**config.mk**
```make
export PLATFORM = sky130hd
export DESIGN_NAME = ssw_link
export DESIGN_NICKNAME = d
export VERILOG_FILES = /design/src/verilog/ssw_link.v
export VERILOG_INCLUDE_DIRS = /design/src /design/src/verilog
export SDC_FILE = /design/constraint.sdc
export NUM_CORES = 1
export LEC_CHECK = 0
export BUFFER_PORTS_ARGS = -buffer_cell sky130_fd_sc_hd__buf_2
export CORE_ASPECT_RATIO = 0.6
export CORE_MARGIN = 1
export CORE_UTILIZATION = 45
export DETAILED_ROUTE_END_ITERATION = 8
export HOLD_SLACK_MARGIN = 0.03
export PLACE_DENSITY = 0.76
export SETUP_SLACK_MARGIN = 0.2
export SYNTH_ARGS = -nofsm -noshare
export SYNTH_HDL_FRONTEND = slang
export SYNTH_SLANG_ARGS = --single-unit
```
**constraint.sdc**
```tcl
create_clock -name i_clk -period 3.55 [get_ports i_clk]
set_input_delay 0.1775 -clock i_clk [delete_from_list [all_inputs] [get_ports i_clk]]
set_output_delay 0.1775 -clock i_clk [all_outputs]
set_load 0.01 [all_outputs]
```
**src/verilog/ssw_map.vh**
```
// Constants for the serial SRAM wide-I/O link front end
`ifndef SSW_MAP_VH
`define SSW_MAP_VH
`define SSW_CMD_ENTER_DUAL 8'h3b
`define SSW_CMD_ENTER_QUAD 8'h38
`define SSW_CMD_EXIT_WIDE 8'hff
`define SSW_WIDTH_SINGLE 2'h0
`define SSW_WIDTH_DUAL 2'h1
`define SSW_WIDTH_QUAD 2'h2
`define SSW_PH_CMD 2'h0
`define SSW_PH_ADDR 2'h1
`define SSW_PH_DATA 2'h2
`define SSW_ADDR_BYTES 2'h2
`endif

```
**src/verilog/ssw_link.v**
```verilog
// Serial SRAM host link front end with pause and dual/quad widths
// Notes on behaviour
// - Sample input line on rising serial clock
// - Change output only after falling serial clock
// - Pause suspends transfer, sequence state kept
// - Pause starting with clock high waits falling edge
// - While paused ignore clock and input
// - Release with clock high resumes at falling edge
// - Output floats on pause fall, drives on rise
// - Quad mode: pause disabled, pin is line 3
// - Dual mode: input/output pins are lines 0/1
// - Dual: two bits per clock, MSB first
// - Quad: one nibble per clock, MSB first
// - Enter-dual command selects dual width
// - Enter-quad command selects quad, drops pause
// - Exit-wide in current width restores single bit
// - Enter-dual code is 0x3b
// - Enter-quad code is 0x38
// - Exit-wide code is 0xff
`include "ssw_map.vh"
`timescale 1ns/100ps
`default_nettype none
module ssw_link (
  input wire i_clk,
  input wire i_rstn,
  input wire i_cs_n,
  input wire i_sck,
  input wire i_line0,
  input wire i_line1,
  input wire i_line2,
  input wire i_line3,
  output reg o_line0,
  output reg o_line0_oe,
  output reg o_line1,
  output reg o_line1_oe,
  output reg o_line2,
  output reg o_line2_oe,
  output reg o_line3,
  output reg o_line3_oe,
  output reg [7:0] o_cmd,
  output reg o_cmd_vld,
  output reg [15:0] o_addr,
  output reg o_addr_vld,
  output reg [7:0] o_wdata,
  output reg o_wdata_vld,
  output reg o_rd_req,
  input wire [7:0] i_rdata,
  input wire i_rd_dir,
  output reg [1:0] o_width,
  output reg o_paused
);
  // ***********************************************
  // Reset release and pin synchronisers
  // ***********************************************
  reg [1:0] rst_sync_q;
  wire rstn;
  always @(posedge i_clk or negedge i_rstn) begin
    if (!i_rstn) begin
      rst_sync_q <= 2'h0;
    end else begin
      rst_sync_q <= {rst_sync_q[0], 1'h1};
    end
  end
  assign rstn = rst_sync_q[1];

  reg [6:0] meta_q;
  reg [6:0] sync_q;
  always @(posedge i_clk or negedge rstn) begin
    if (!rstn) begin
      meta_q <= 7'h61;
      sync_q <= 7'h61;
    end else begin
      meta_q <= {i_cs_n, i_line3, i_line2, i_line1, i_line0, i_sck, 1'h1};
      sync_q <= meta_q;
    end
  end
  wire cs_n = sync_q[6];
  wire [3:0] din = sync_q[5:2];
  wire sck = sync_q[1];

  reg sck_q;
  always @(posedge i_clk or negedge rstn) begin
    if (!rstn) begin
      sck_q <= 1'h0;
    end else begin
      sck_q <= sck;
    end
  end
  wire sck_rise = sck & ~sck_q;
  wire sck_fall = ~sck & sck_q;

  // ***********************************************
  // Sequence progress for the pause gate
  // ***********************************************
  reg busy_q;
  always @(posedge i_clk or negedge rstn) begin
    if (!rstn) begin
      busy_q <= 1'h0;
    end else begin
      if (cs_n) begin
        busy_q <= 1'h0;
      end else if (sck_rise) begin
        busy_q <= 1'h1;
      end
    end
  end

  // ***********************************************
  // Width and pause control
  // ***********************************************
  reg [1:0] width_q;
  reg pause_q;
  wire quad = (width_q == `SSW_WIDTH_QUAD);
  wire dual = (width_q == `SSW_WIDTH_DUAL);
  wire hold_n = din[3];
  // Pause only in single or dual width, selected and mid-sequence
  wire pause_ok = ~quad & ~cs_n & busy_q;
  reg pause_d;
  always @* begin
    pause_d = 1'h0;
    if (pause_ok) begin
      case (pause_q)
        1'h0: pause_d = ~hold_n & ~sck;
        1'h1: pause_d = ~hold_n | sck;
        default: pause_d = 1'h0;
      endcase
    end
  end
  wire pause_now = pause_ok & ~hold_n;
  wire active = ~cs_n & ~pause_q & ~pause_d;

  // Bits per clock for the current width
  function [2:0] step_bits;
    input [1:0] w;
    begin
      case (w)
        `SSW_WIDTH_DUAL: step_bits = 3'h2;
        `SSW_WIDTH_QUAD: step_bits = 3'h4;
        default: step_bits = 3'h1;
      endcase
    end
  endfunction
  wire [2:0] step = step_bits(width_q);

  // Width selected by a completed command byte
  function [1:0] cmd_width;
    input [7:0] c;
    input [1:0] w;
    begin
      case (c)
        `SSW_CMD_ENTER_DUAL: cmd_width = `SSW_WIDTH_DUAL;
        `SSW_CMD_ENTER_QUAD: cmd_width = `SSW_WIDTH_QUAD;
        `SSW_CMD_EXIT_WIDE: cmd_width = `SSW_WIDTH_SINGLE;
        default: cmd_width = w;
      endcase
    end
  endfunction

  // ***********************************************
  // Input shifter and sequence tracking
  // ***********************************************
  reg [7:0] sh_q;
  reg [3:0] cnt_q;
  reg [1:0] phase_q;
  reg [1:0] abytes_q;
  reg [7:0] tx_q;
  reg tx_en_q;
  reg [7:0] sh_d;
  always @* begin
    case (width_q)
      `SSW_WIDTH_DUAL: sh_d = {sh_q[5:0], din[1:0]};
      `SSW_WIDTH_QUAD: sh_d = {sh_q[3:0], din[3:0]};
      default: sh_d = {sh_q[6:0], din[0]};
    endcase
  end
  wire [3:0] cnt_d = cnt_q + {1'h0, step};
  wire byte_done = active & sck_rise & (cnt_d == 4'h8);

  always @(posedge i_clk or negedge rstn) begin
    if (!rstn) begin
      width_q <= `SSW_WIDTH_SINGLE;
      pause_q <= 1'h0;
      sh_q <= 8'h00;
      cnt_q <= 4'h0;
      phase_q <= `SSW_PH_CMD;
      abytes_q <= 2'h0;
      o_cmd <= 8'h00;
      o_cmd_vld <= 1'h0;
      o_addr <= 16'h0000;
      o_addr_vld <= 1'h0;
      o_wdata <= 8'h00;
      o_wdata_vld <= 1'h0;
      o_rd_req <= 1'h0;
      tx_q <= 8'h00;
      tx_en_q <= 1'h0;
    end else begin
      pause_q <= pause_d;
      o_cmd_vld <= 1'h0;
      o_addr_vld <= 1'h0;
      o_wdata_vld <= 1'h0;
      o_rd_req <= 1'h0;
      if (cs_n) begin
        cnt_q <= 4'h0;
        phase_q <= `SSW_PH_CMD;
        abytes_q <= 2'h0;
        tx_en_q <= 1'h0;
      end else if (active & sck_rise) begin
        sh_q <= sh_d;
        cnt_q <= byte_done ? 4'h0 : cnt_d;
        if (byte_done) begin
          case (phase_q)
            `SSW_PH_CMD: begin
              o_cmd <= sh_d;
              o_cmd_vld <= 1'h1;
              phase_q <= `SSW_PH_ADDR;
              width_q <= cmd_width(sh_d, width_q);
            end
            `SSW_PH_ADDR: begin
              o_addr <= {o_addr[7:0], sh_d};
              abytes_q <= abytes_q + 2'h1;
              if (abytes_q + 2'h1 == `SSW_ADDR_BYTES) begin
                o_addr_vld <= 1'h1;
                phase_q <= `SSW_PH_DATA;
                o_rd_req <= i_rd_dir;
              end
            end
            default: begin
              if (!i_rd_dir) begin
                o_wdata <= sh_d;
                o_wdata_vld <= 1'h1;
              end else begin
                o_rd_req <= 1'h1;
              end
            end
          endcase
        end
      end else if (active & sck_fall) begin
        // Output shifter advances after the falling edge
        if (phase_q == `SSW_PH_DATA && i_rd_dir) begin
          if (cnt_q == 4'h0) begin
            tx_q <= i_rdata;
          end else begin
            tx_q <= tx_q << step;
          end
          tx_en_q <= 1'h1;
        end
      end
    end
  end

  // ***********************************************
  // Pin drivers
  // ***********************************************
  // Single and dual float at once on pause
  wire drive_ok = tx_en_q & ~cs_n;
  wire drive_held = drive_ok & ~pause_now;
  always @(posedge i_clk or negedge rstn) begin
    if (!rstn) begin
      o_line0 <= 1'h0;
      o_line1 <= 1'h0;
      o_line2 <= 1'h0;
      o_line3 <= 1'h0;
      o_line0_oe <= 1'h0;
      o_line1_oe <= 1'h0;
      o_line2_oe <= 1'h0;
      o_line3_oe <= 1'h0;
      o_width <= `SSW_WIDTH_SINGLE;
      o_paused <= 1'h0;
    end else begin
      o_width <= width_q;
      o_paused <= pause_q;
      o_line0 <= 1'h0;
      o_line2 <= 1'h0;
      o_line3 <= 1'h0;
      o_line0_oe <= 1'h0;
      o_line2_oe <= 1'h0;
      o_line3_oe <= 1'h0;
      case (width_q)
        `SSW_WIDTH_DUAL: begin
          o_line1 <= tx_q[7];
          o_line0 <= tx_q[6];
          o_line1_oe <= drive_held;
          o_line0_oe <= drive_held;
        end
        `SSW_WIDTH_QUAD: begin
          o_line3 <= tx_q[7];
          o_line2 <= tx_q[6];
          o_line1 <= tx_q[5];
          o_line0 <= tx_q[4];
          o_line3_oe <= drive_ok;
          o_line2_oe <= drive_ok;
          o_line1_oe <= drive_ok;
          o_line0_oe <= drive_ok;
        end
        default: begin
          o_line1 <= tx_q[7];
          o_line1_oe <= drive_held;
        end
      endcase
    end
  end
endmodule
`default_nettype wire

```
==> flow_metrics.env, run 1 <==
export IMPL_overflow=0
export IMPL_power_density_mw_per_mm2=502.0
export IMPL_synthFlopType="dfrtp_1"
export IMPL_r2r_cells=9
export IMPL_p_leak_nw=2.396
export IMPL_postCtsSetupBuffers=0
export IMPL_wl_per_cell_um=16.22
export IMPL_critPathSlowestCell="or4_1"
export IMPL_endpoint_kind="flop"
export IMPL_setup_violations=0
export IMPL_cts_tree="done"
export IMPL_synth_fp_nets=357
export IMPL_grt_max_degree=88
export IMPL_worst_slew_pin_slew_ns=1.084
export IMPL_dieArea_mm2=0.008899
export IMPL_fp_dieW_um=121.1
export IMPL_rsz0062_at_grt="false"
export IMPL_finalCritPeriodShare_pct=88.68
export IMPL_start_util_pct=47.47
export IMPL_syn_avg_cell_area_um2=11.51
export IMPL_grt_use_total_pct=20.24
export IMPL_finalNetCount=427
export IMPL_min_path_cells=2
export IMPL_antenna_found_initial=0
export IMPL_crit_fanout=13
export IMPL_drc_errors=0
export IMPL_required_ns=3.83
export IMPL_synth_cells=333
export IMPL_antenna_cells=0
export IMPL_ys_seq_area_share_pct=58.26
export IMPL_drt_iter0_markers=321
export IMPL_max_freq_mhz=317.6
export IMPL_startpoint_type="flop"
export IMPL_finalMaxSlewViolations=0
export IMPL_htree_levels=3
export IMPL_slowest_delay_ns=0.77
export IMPL_synth_top_area_share_pct=55.52
export IMPL_routed_wl_um=8368
export IMPL_path_class="flop to flop"
export IMPL_synthTopCellsByArea="dfrtp_1 56%, mux2_2 10%, nand2_1 3.3%"
export IMPL_grt_pass1_vias=2635
export IMPL_cts_sinks=89
export IMPL_ir_drop_v=0.0002318
export IMPL_row_count=25
export IMPL_crit_chain="inv_1, ha_2, ha_1, and3_1, a311o_2, xnor2_1, or4_1, nor3_2, a2bb2oi_2"
export IMPL_num_io_pins=64
export IMPL_fin_skew_ns=0.004562
export IMPL_reg2reg_from="width_q[0]"
export IMPL_synthArstFlopShare_pct=100.0
export IMPL_total_power_w=0.002353
export IMPL_drv_cap=0
export IMPL_r2r_slack_ns=0.40
export IMPL_drt_pass1_iter_count=5
export IMPL_synth_largest_area_cell="dfrtp_1"
export IMPL_place_congestion=0.8495
export IMPL_finalSetupTns_ns=0
export IMPL_clkSlewWorstSetupHoldPaths_ns=0.06
export IMPL_min_period_ns=3.148
export IMPL_status="finished, final reports clean"
export IMPL_whs_endpoint="tx_q[0]"
export IMPL_syn_area_mm2=0.003831
export IMPL_portBuffers=63
export IMPL_numCtsBuffers=9
export IMPL_synth_seq_cells=89
export IMPL_slew_headroom_pct=27.71
export IMPL_antenna_left=0
export IMPL_drive_above_1_share_pct=33.82
export IMPL_vias_per_cell=5.432
export IMPL_core_area_mm2=0.008070
export IMPL_ys_types=49
export IMPL_hold_violations=0
export IMPL_place_hpwl_um=5556
export IMPL_vias=2803
export IMPL_syn2layout_area_growth_pct=22.34
export IMPL_synth_edf_count=0
export IMPL_die_h_um=73.47
export IMPL_min_path_type="input pin to flop"
export IMPL_arrival_ns=3.42
export IMPL_clock_path_buffers=2
export IMPL_regToRegEndpoint="width_q[0]"
export IMPL_min_from="i_rdata[0]"
export IMPL_ys_warnings_count=0
export IMPL_cts_root_buf="clkbuf_16"
export IMPL_n_fill_cell=677
export IMPL_grt_pass1_wl_um=13320
export IMPL_clk_latency_ns=0.35
==> state kept, by name, summed over array words and instances (netlist names), 2 cells and up <==
signal and flops:
o_width 2, cnt_q 4, rst_sync_q 2, meta_q 6, width_q 2, sync_q 6
o_cmd 8, phase_q 2, sh_q 7, tx_q 8, o_addr 16, abytes_q 2
o_wdata 8
==> cell usage after synthesis, drive strengths merged (5+ instances only) <==
master	count
nand2	34
a21oi	15
mux2	35
ha	7
nor2	23
a22oi	5
dfrtp	85
o21ai	20
a211oi	6
clkbuf	9
buf	11
nor3	10
inv	10
==> cell usage in the layout, fill, tap and decap left out, types with 5 or more instances in the layout <==
| cell | count |
|---|---|
| buf_2 | 63 |
| dfrtp_1 | 83 |
| mux2_2 | 35 |
| nand2_1 | 34 |
| dlygate4sd3_1 | 7 |
| buf_4 | 9 |
| ha_1 | 5 |
| nor2_1 | 23 |
| a21oi_1 | 15 |
| a211oi_1 | 6 |
| clkbuf_16 | 9 |
| o21ai_0 | 19 |
| inv_1 | 10 |
| a22oi_1 | 5 |
| nor3_1 | 9 |
==> how the worst max path moves through the flow <==
stage | end | slack (ns) | startpoint
after global placement | o_wdata[6] | 0.45 | width_q[0]
after CTS | o_wdata[3] | 0.32 | width_q[0]
after detailed placement | o_wdata[3] | 0.36 | width_q[0]
final | width_q[0] | 0.40 | width_q[0]
after global routing | o_wdata[3] | 0.21 | width_q[1]
after floorplan | o_wdata[0] | 0.64 | width_q[0]
==> layout make-up <==
| type | instances | area (um2) | share of cell area (%) |
|---|---|---|---|
| Clock buffer | 9 | 225.2 | 4.805 |
| Clock inverter | 7 | 117.6 | 2.509 |
| Inverter | 10 | 37.54 | 0.8009 |
| Multi-Input combinational cell | 214 | 1481 | 31.61 |
| Sequential cell | 89 | 2237 | 47.73 |
| Tap cell | 108 | 135.1 | 2.883 |
| Timing Repair Buffer | 79 | 452.9 | 9.664 |
==> metal layers <==
metal | GRT usage [%] | vias to the layer above | share of wire, %
li1 | - | 1305 | -
met2 | 27.56 | 123 | 40
met1 | 29.71 | 1367 | 50
met4 | 4.938 | 0 | 0.75
met3 | 8.230 | 8 | 8.7
met5 | 0 | - | 0
==> report_power, final <==
group	switching, W	internal (W)	leakage [nW]	total (W)
Clock	0.000402	0.000689	0.170	0.00109
Combinational	0.0000980	0.0000644	1.03	0.000162
Sequential	0.0000504	0.00105	1.19	0.00110
==> cells by family after synthesis <==
group | synth area share [%]
AO/OA/AOI/OAI | 10.12
other | 0.09788
flip-flops | 58.26
adder cells (fa/ha/maj) | 2.286
XOR/XNOR | 1.372
AND/OR/NAND/NOR | 12.97
buffers and inverters | 3.559
multiplexers | 11.33
==> timing repair <==
| item | 4_1_cts | 5_1_grt |
|---|---|---|
| endpoints found under the hold margin | 8 | 0 |
| resized for setup | 0 | 4 |
| hold buffers | 7 | 0 |
| endpoints found under the setup margin | 0 | 13 |
==> worst max-delay path: cells and delay by family (launching register included) <==
| kind | cells | cell delay (ns) |
|---|---|---|
| AOI/OAI and AO/OA | 2 | 0.53 |
| xor gates and xnor gates | 1 | 0.19 |
| adders and majority gates | 2 | 0.55 |
| buffers and inverters | 1 | 0.09 |
| DFF | 1 | 0.44 |
| and+or+nand+nor | 3 | 1.28 |
==> through the flow <==
| stage | hold slack, ns | worst slack (ns) | std cells | utilization [%] | instance area, um2 |
|---|---|---|---|---|---|
| 2_1_floorplan | -0.1181 | 0.6430 | 333 | - | 3831 |
| 3_3_place_gp | -0.03796 | 0.4536 | 493 | 52.79 | 4260 |
| 3_5_place_dp | -0.03665 | 0.3607 | 493 | 52.79 | 4260 |
| 4_1_cts | 0.08315 | 0.3203 | 516 | 57.91 | 4673 |
| 5_1_grt | 0.09100 | 0.2069 | 516 | 58.08 | 4687 |
| 6_report | 0.08619 | 0.4018 | 516 | 58.08 | 4687 |
No activity file was read; power rests on OpenSTA's default activity.
==> inputs of run 2 (changes only) <==
Settings changed: ABC_AREA set to 1, CORE_UTILIZATION 45 to 40, PLACE_DENSITY 0.76 to 0.7.
==> run 2 against run 1 <==
Against the previous run:
- power fell by 8.4%
- first-iteration DRC count fell by 3.1%
- clock skew rose by 0.0056 ns
- maximum frequency rose by 11%
- sequential share of layout area fell by 0.67 points
- worst setup slack improved by 0.30 ns
- critical path depth rose by 7
- synthesized cell count rose by 36%
- area after synthesis rose by 3.8%
- highest routed layer unchanged
==> flow_metrics.env, run 2 <==
export IMPL_status="finished, final reports clean"
export IMPL_required_ns=3.83
export IMPL_critPathSlowestCell="dfrtp_1"
export IMPL_clk_latency_ns=0.34
export IMPL_synth_cells=452
export IMPL_power_density_mw_per_mm2=453.7
export IMPL_rsz0062_at_grt="false"
export IMPL_setup_violations=0
export IMPL_hold_violations=0
export IMPL_finalSetupTns_ns=0
export IMPL_crit_fanout=31
export IMPL_ys_seq_area_share_pct=56.12
export IMPL_startpoint_type="flop"
export IMPL_row_count=27
export IMPL_clkSlewWorstSetupHoldPaths_ns=0.06
export IMPL_path_buf_inv=5
export IMPL_largest_reg_flops=16
export IMPL_top_register="o_addr"
export IMPL_place_hpwl_um=6510
export IMPL_dieArea_mm2=0.01036
export IMPL_antenna_found_initial=0
export IMPL_final_common_cell="nand2_1"
export IMPL_setup_slack_ns=0.7024
export IMPL_synth_edf_count=0
export IMPL_num_io_pins=64
export IMPL_clock_path_buffers=2
export IMPL_ir_drop_v=0.0002530
export IMPL_total_power_w=0.002155
export IMPL_slew_headroom_pct=41.82
export IMPL_start_util_pct=42.20
export IMPL_synthTopCellsByArea="dfrtp_1 53%, nand2_1 14%, inv_1 5.1%"
export IMPL_synthArstFlopShare_pct=100.0
export IMPL_synth_top_area_share_pct=53.48
export IMPL_grt_pass1_vias=3148
export IMPL_fin_skew_ns=0.01014
export IMPL_drive_above_1_share_pct=19.92
export IMPL_postCtsSetupBuffers=0
export IMPL_vias_per_cell=4.956
export IMPL_grt_pass1_wl_um=15030
export IMPL_drv_cap=0
export IMPL_ys_types=34
export IMPL_cts_root_buf="clkbuf_16"
export IMPL_place_area_mm2=0.004394
export IMPL_layout_common_cells="149 x nand2_1, 84 x dfrtp_1, 63 x buf_2"
export IMPL_numCtsBuffers=9
export IMPL_die_h_um=79.24
export IMPL_arrival_ns=3.13
export IMPL_path_class="flop to flop"
export IMPL_syn_avg_cell_area_um2=8.800
export IMPL_overflow=0
export IMPL_drt_pass1_iter_count=7
export IMPL_min_period_ns=2.848
export IMPL_cts_sinks=89
export IMPL_max_freq_mhz=351.2
export IMPL_cpMostUsedCell="nand2_1"
export IMPL_syn2layout_area_growth_pct=19.44
export IMPL_finalNetCount=546
export IMPL_core_area_mm2=0.009425
export IMPL_synthTopCellsByCount="149 x nand2_1, 85 x dfrtp_1, 54 x inv_1"
export IMPL_vias=3256
export IMPL_wl_per_cell_um=13.86
export IMPL_crit_chain="inv_1, ha_2, nand2_1, inv_1, ha_1, a21oi_2, inv_1, nand2_1, nand2_1, nor2_4, nand3_4, inv_4, nand2_2, inv_1, nand2_1, nand2_1"
export IMPL_antenna_left=0
export IMPL_finalCritPeriodShare_pct=80.21
export IMPL_htree_levels=3
export IMPL_synth_seq_cells=89
export IMPL_fp_dieW_um=130.7
export IMPL_min_path_type="input pin to flop"
export IMPL_cts_tree="done"
export IMPL_synth_fp_nets=476
export IMPL_routed_wl_um=9109
export IMPL_drc_errors=0
export IMPL_synthFlopType="dfrtp_1"
export IMPL_syn_area_mm2=0.003978
export IMPL_place_congestion=0.9710
export IMPL_pre_cts_slack_ns=0.5145
export IMPL_endpoint_kind="flop"
export IMPL_grt_max_degree=70
export IMPL_fin_util_pct=50.40
export IMPL_synth_largest_area_cell="dfrtp_1"
export IMPL_final_cell_area_mm2=0.004751
export IMPL_finalMaxSlewViolations=0
export IMPL_worst_slew_pin_slew_ns=0.8726
export IMPL_ys_warnings_count=0
export IMPL_grt_use_total_pct=19.51
export IMPL_drt_iter0_markers=311
export IMPL_cp_top_family="simple AND/OR/NAND/NOR gates"
export IMPL_antenna_cells=0
export IMPL_p_leak_nw=2.516
export IMPL_portBuffers=63
export IMPL_synth_most_common_cell="nand2_1"
export IMPL_slowest_delay_ns=0.41
[run 2: area by class of cell]
class                      instances  area, um2
clock buffer                      13      240.2
multi-input combinational        293       1451
fill                             892       4674
inverter                          57      216.5
timing repair buffer              72      400.4
clock inverter                     3      43.79
tap                              130      162.7
sequential                        89       2236
[run 2: worst paths after layout]
path	slack [ns]	end	startpoint	depth (start not counted)
setup / recovery	0.70	o_addr[8]	width_q[0]	16
hold / removal	0.14	tx_q[4]	i_rdata[4]	3
max in group asynchronous	2.29	o_width[1]	rst_sync_q[1]	1
min in group asynchronous	0.15	rst_sync_q[1]	i_rstn	2
hold reg to reg	0.35	sync_q[3]	meta_q[3]	0
setup reg to reg	0.70	o_addr[8]	width_q[0]	16
[run 2: cell families after synthesis]
kind of cell	synth area share, %
other	0.09428
buffers and inverters	7.455
adders and majority gates	2.202
and+or+nand+nor	22.27
AOI/OAI and AO/OA	11.36
muxes	0.5033
DFF	56.12
[run 2: power by group]
part	leakage, nW	switching, W	internal [W]
clock	0.138	0.000370	0.000546
sequential	1.17	0.0000368	0.00105
combinational	1.21	0.000109	0.0000462
total	2.52	0.000516	0.00164
[run 2: tightest hold or removal path, cell delays in order]
cell	delay (ns)
buf_2	0.10
o211ai_1	0.10
nand2_1	0.06
[run 2: routing by layer]
| layer | GRT usage (%) | part of all wire (%) | up-vias |
|---|---|---|---|
| met5 | 0 | 0 | - |
| met4 | 7.586 | 1.8 | 0 |
| met3 | 7.547 | 7.0 | 16 |
| met2 | 28.84 | 44 | 101 |
| met1 | 25.68 | 47 | 1570 |
| li1 | - | - | 1569 |
[run 2: timing repair]
item | 4_1_cts | 5_1_grt
hold endpoints to repair | 8 | 0
hold buffers | 7 | 0
setup endpoints to repair | 0 | 5
resized for setup | 0 | 1
[run 2: through the flow]
step           instances  hold slack, ns
6_report             657          0.1352
5_1_grt              657          0.1330
4_1_cts              657          0.1127
3_5_place_dp         634        -0.03569
3_3_place_gp         634        -0.03708
2_1_floorplan        452         -0.1181
==> inputs of run 3 (changes only) <==
Clock period 3.55 ns to 2.9 ns, I/O delays scaled along.
==> run 3 against run 2 <==
Against the previous run:
- routed wire length is 0.55% higher
- flip-flop and latch count stayed put
- global-route usage is 0.17 points lower
- worst setup slack worse by 0.28 ns
- highest routed layer unchanged
- register-to-register slack worse by 0.28 ns
- clock power is 23% higher
==> flow_metrics.env, run 3 (same netlist as run 2, synthesis figures left out) <==
export IMPL_status="finished, final reports clean"
export IMPL_min_path_cells=3
export IMPL_layout_common_cells="149 x nand2_1, 84 x dfrtp_1, 63 x buf_2"
export IMPL_min_period_ns=2.477
export IMPL_n_fill_cell=861
export IMPL_arrival_ns=2.71
export IMPL_setup_slack_ns=0.4234
export IMPL_finalCritPeriodShare_pct=85.40
export IMPL_path_buf_inv=4
export IMPL_finalNetCount=552
export IMPL_cpMostUsedCell="nand2_1"
export IMPL_max_freq_mhz=403.8
export IMPL_pre_cts_slack_ns=0.2656
export IMPL_crit_fanout=17
export IMPL_vias_per_cell=4.887
export IMPL_p_leak_nw=2.559
export IMPL_grt_pass1_vias=3056
export IMPL_slew_headroom_pct=25.80
export IMPL_start_util_pct=42.20
export IMPL_drive_above_1_share_pct=21.95
export IMPL_place_congestion=0.9435
export IMPL_portBuffers=63
export IMPL_combPwrFrac_pct=6.8
export IMPL_holdWs_ns=0.08755
export IMPL_fin_cells=663
export IMPL_largest_reg_flops=16
export IMPL_fin_util_pct=51.19
export IMPL_wl_per_cell_um=13.81
export IMPL_antenna_left=0
export IMPL_num_io_pins=64
export IMPL_top_register="o_addr"
export IMPL_fin_skew_ns=0.008209
export IMPL_overflow=0
export IMPL_p_int_w=0.001952
export IMPL_cts_tree="done"
export IMPL_crit_chain="inv_1, ha_1, nand2_1, inv_1, ha_1, a21oi_2, inv_1, nand2_1, nand2_1, nor2_4, nand3_4, inv_4, nand3_4, nand2_1, o21ai_2"
export IMPL_pwr_share_clk_pct=42.7
export IMPL_placed_cells=637
export IMPL_vias=3240
export IMPL_grt_pass1_wl_um=15080
export IMPL_clock_path_buffers=2
export IMPL_cts_sinks=89
export IMPL_hold_violations=0
export IMPL_grt_use_total_pct=19.34
export IMPL_clkSlewWorstSetupHoldPaths_ns=0.07
export IMPL_power_density_mw_per_mm2=546.8
export IMPL_p_seq_share_pct=50.4
export IMPL_setup_violations=0
export IMPL_core_area_mm2=0.009425
export IMPL_finalMaxSlewViolations=0
export IMPL_r2r_slack_ns=0.42
export IMPL_numCtsBuffers=9
export IMPL_htree_levels=3
export IMPL_endpoint_kind="flop"
export IMPL_fp_dieW_um=130.7
export IMPL_reg2reg_from="width_q[0]"
export IMPL_switching_share_pct=26.00
export IMPL_row_count=27
export IMPL_antenna_cells=0
export IMPL_netSwitchingPower_w=0.0006858
export IMPL_worst_slew_pin_slew_ns=1.113
export IMPL_antenna_found_initial=0
export IMPL_slowest_delay_ns=0.40
export IMPL_die_h_um=79.24
export IMPL_cts_root_buf="clkbuf_16"
export IMPL_drv_cap=0
export IMPL_routed_wl_um=9159
export IMPL_min_path_type="input pin to flop"
export IMPL_required_ns=3.14
export IMPL_ir_drop_v=0.0002888
export IMPL_drt_pass1_iter_count=5
export IMPL_rsz0062_at_grt="false"
export IMPL_drc_errors=0
export IMPL_regToRegEndpoint="o_wdata[7]"
export IMPL_clk_latency_ns=0.34
export IMPL_min_from="i_rdata[4]"
export IMPL_startpoint_type="flop"
export IMPL_drt_iter0_markers=249
export IMPL_grt_max_degree=88
export IMPL_r2r_cells=15
export IMPL_startpoint="width_q[0]"
export IMPL_syn2layout_area_growth_pct=21.30
export IMPL_path_class="flop to flop"
export IMPL_final_common_cell="nand2_1"
export IMPL_dieArea_mm2=0.01036
export IMPL_finalSetupTns_ns=0
export IMPL_whs_endpoint="tx_q[4]"
export IMPL_critPathSlowestCell="dfrtp_1"
export IMPL_cp_top_family="simple AND/OR/NAND/NOR gates"
export IMPL_place_hpwl_um=6480
run 3: changes by cell type in the layout (fill, tap and decap cells not counted), sizes merged:
cell and delta:
buf +6, bufinv -1, clkinvlp +2, inv +2
clkbuf -3
run 3: worst register-to-register path: stages (launching register included):
cell and delay (ns):
dfrtp_1 0.40, inv_1 0.10, ha_1 0.36, nand2_1 0.12, inv_1 0.05, ha_1 0.18
a21oi_2 0.12, inv_1 0.05, nand2_1 0.05, nand2_1 0.11, nor2_4 0.18, nand3_4 0.12
inv_4 0.10, nand3_4 0.22, nand2_1 0.17, o21ai_2 0.06
run 3: timing repair:
| action | CTS | global route |
|---|---|---|
| buffers inserted | 0 | 3 |
| gates resized for setup | 0 | 4 |
| endpoints found under the setup margin | 0 | 26 |
| endpoints found under the hold margin | 8 | 0 |
| hold buffers | 7 | 0 |
run 3: metrics by stage:
stage | power (W) | area, um2
global route | 0.002746 | 4825
CTS | 0.002662 | 4788
finish | 0.002638 | 4825
floorplan | 0.001457 | 3978
global placement | 0.001519 | 4429
detailed placement | 0.001524 | 4429
run 3: worst max-delay path by stage:
stage	to	slack (ns)	depth (start not counted)
global route	width_q[0]	0.24	13
CTS	o_addr[10]	0.25	14
finish	o_wdata[7]	0.42	15
floorplan	abytes_q[0]	0.24	0
detailed placement	o_addr[10]	0.27	14
global placement	o_addr[2]	0.36	14
run 3: cell type report:
type                       count  area (um2)  area share [%]
tap                          130       162.7           3.371
multi-input combinational    293        1459           30.24
clock inverter                 6       50.05           1.037
timing repair buffer          78       457.9           9.492
inverter                      57       220.2           4.564
sequential                    89        2236           46.34
clock buffer                  10       239.0           4.953
run 3: power groups by stage:
stage	Combinational [W]	Clock, W	Sequential [W]
finish	0.000180	0.00113	0.00133
global route	0.000206	0.00120	0.00134
CTS	0.000179	0.00115	0.00133
detailed placement	0.000169	0	0.00136
global placement	0.000166	0	0.00135
floorplan	0.000119	0	0.00134
run 3: per-layer routing:
metal | global-route usage, % | wire length, um | part of all wire [%] | up-vias
met5 | 0 | 0 | 0 | -
met4 | 5.862 | 103 | 1.1 | 0
met3 | 5.189 | 583 | 6.4 | 9
met2 | 28.78 | 3970 | 43 | 96
met1 | 27.40 | 4502 | 49 | 1547
li1 | - | - | - | 1588
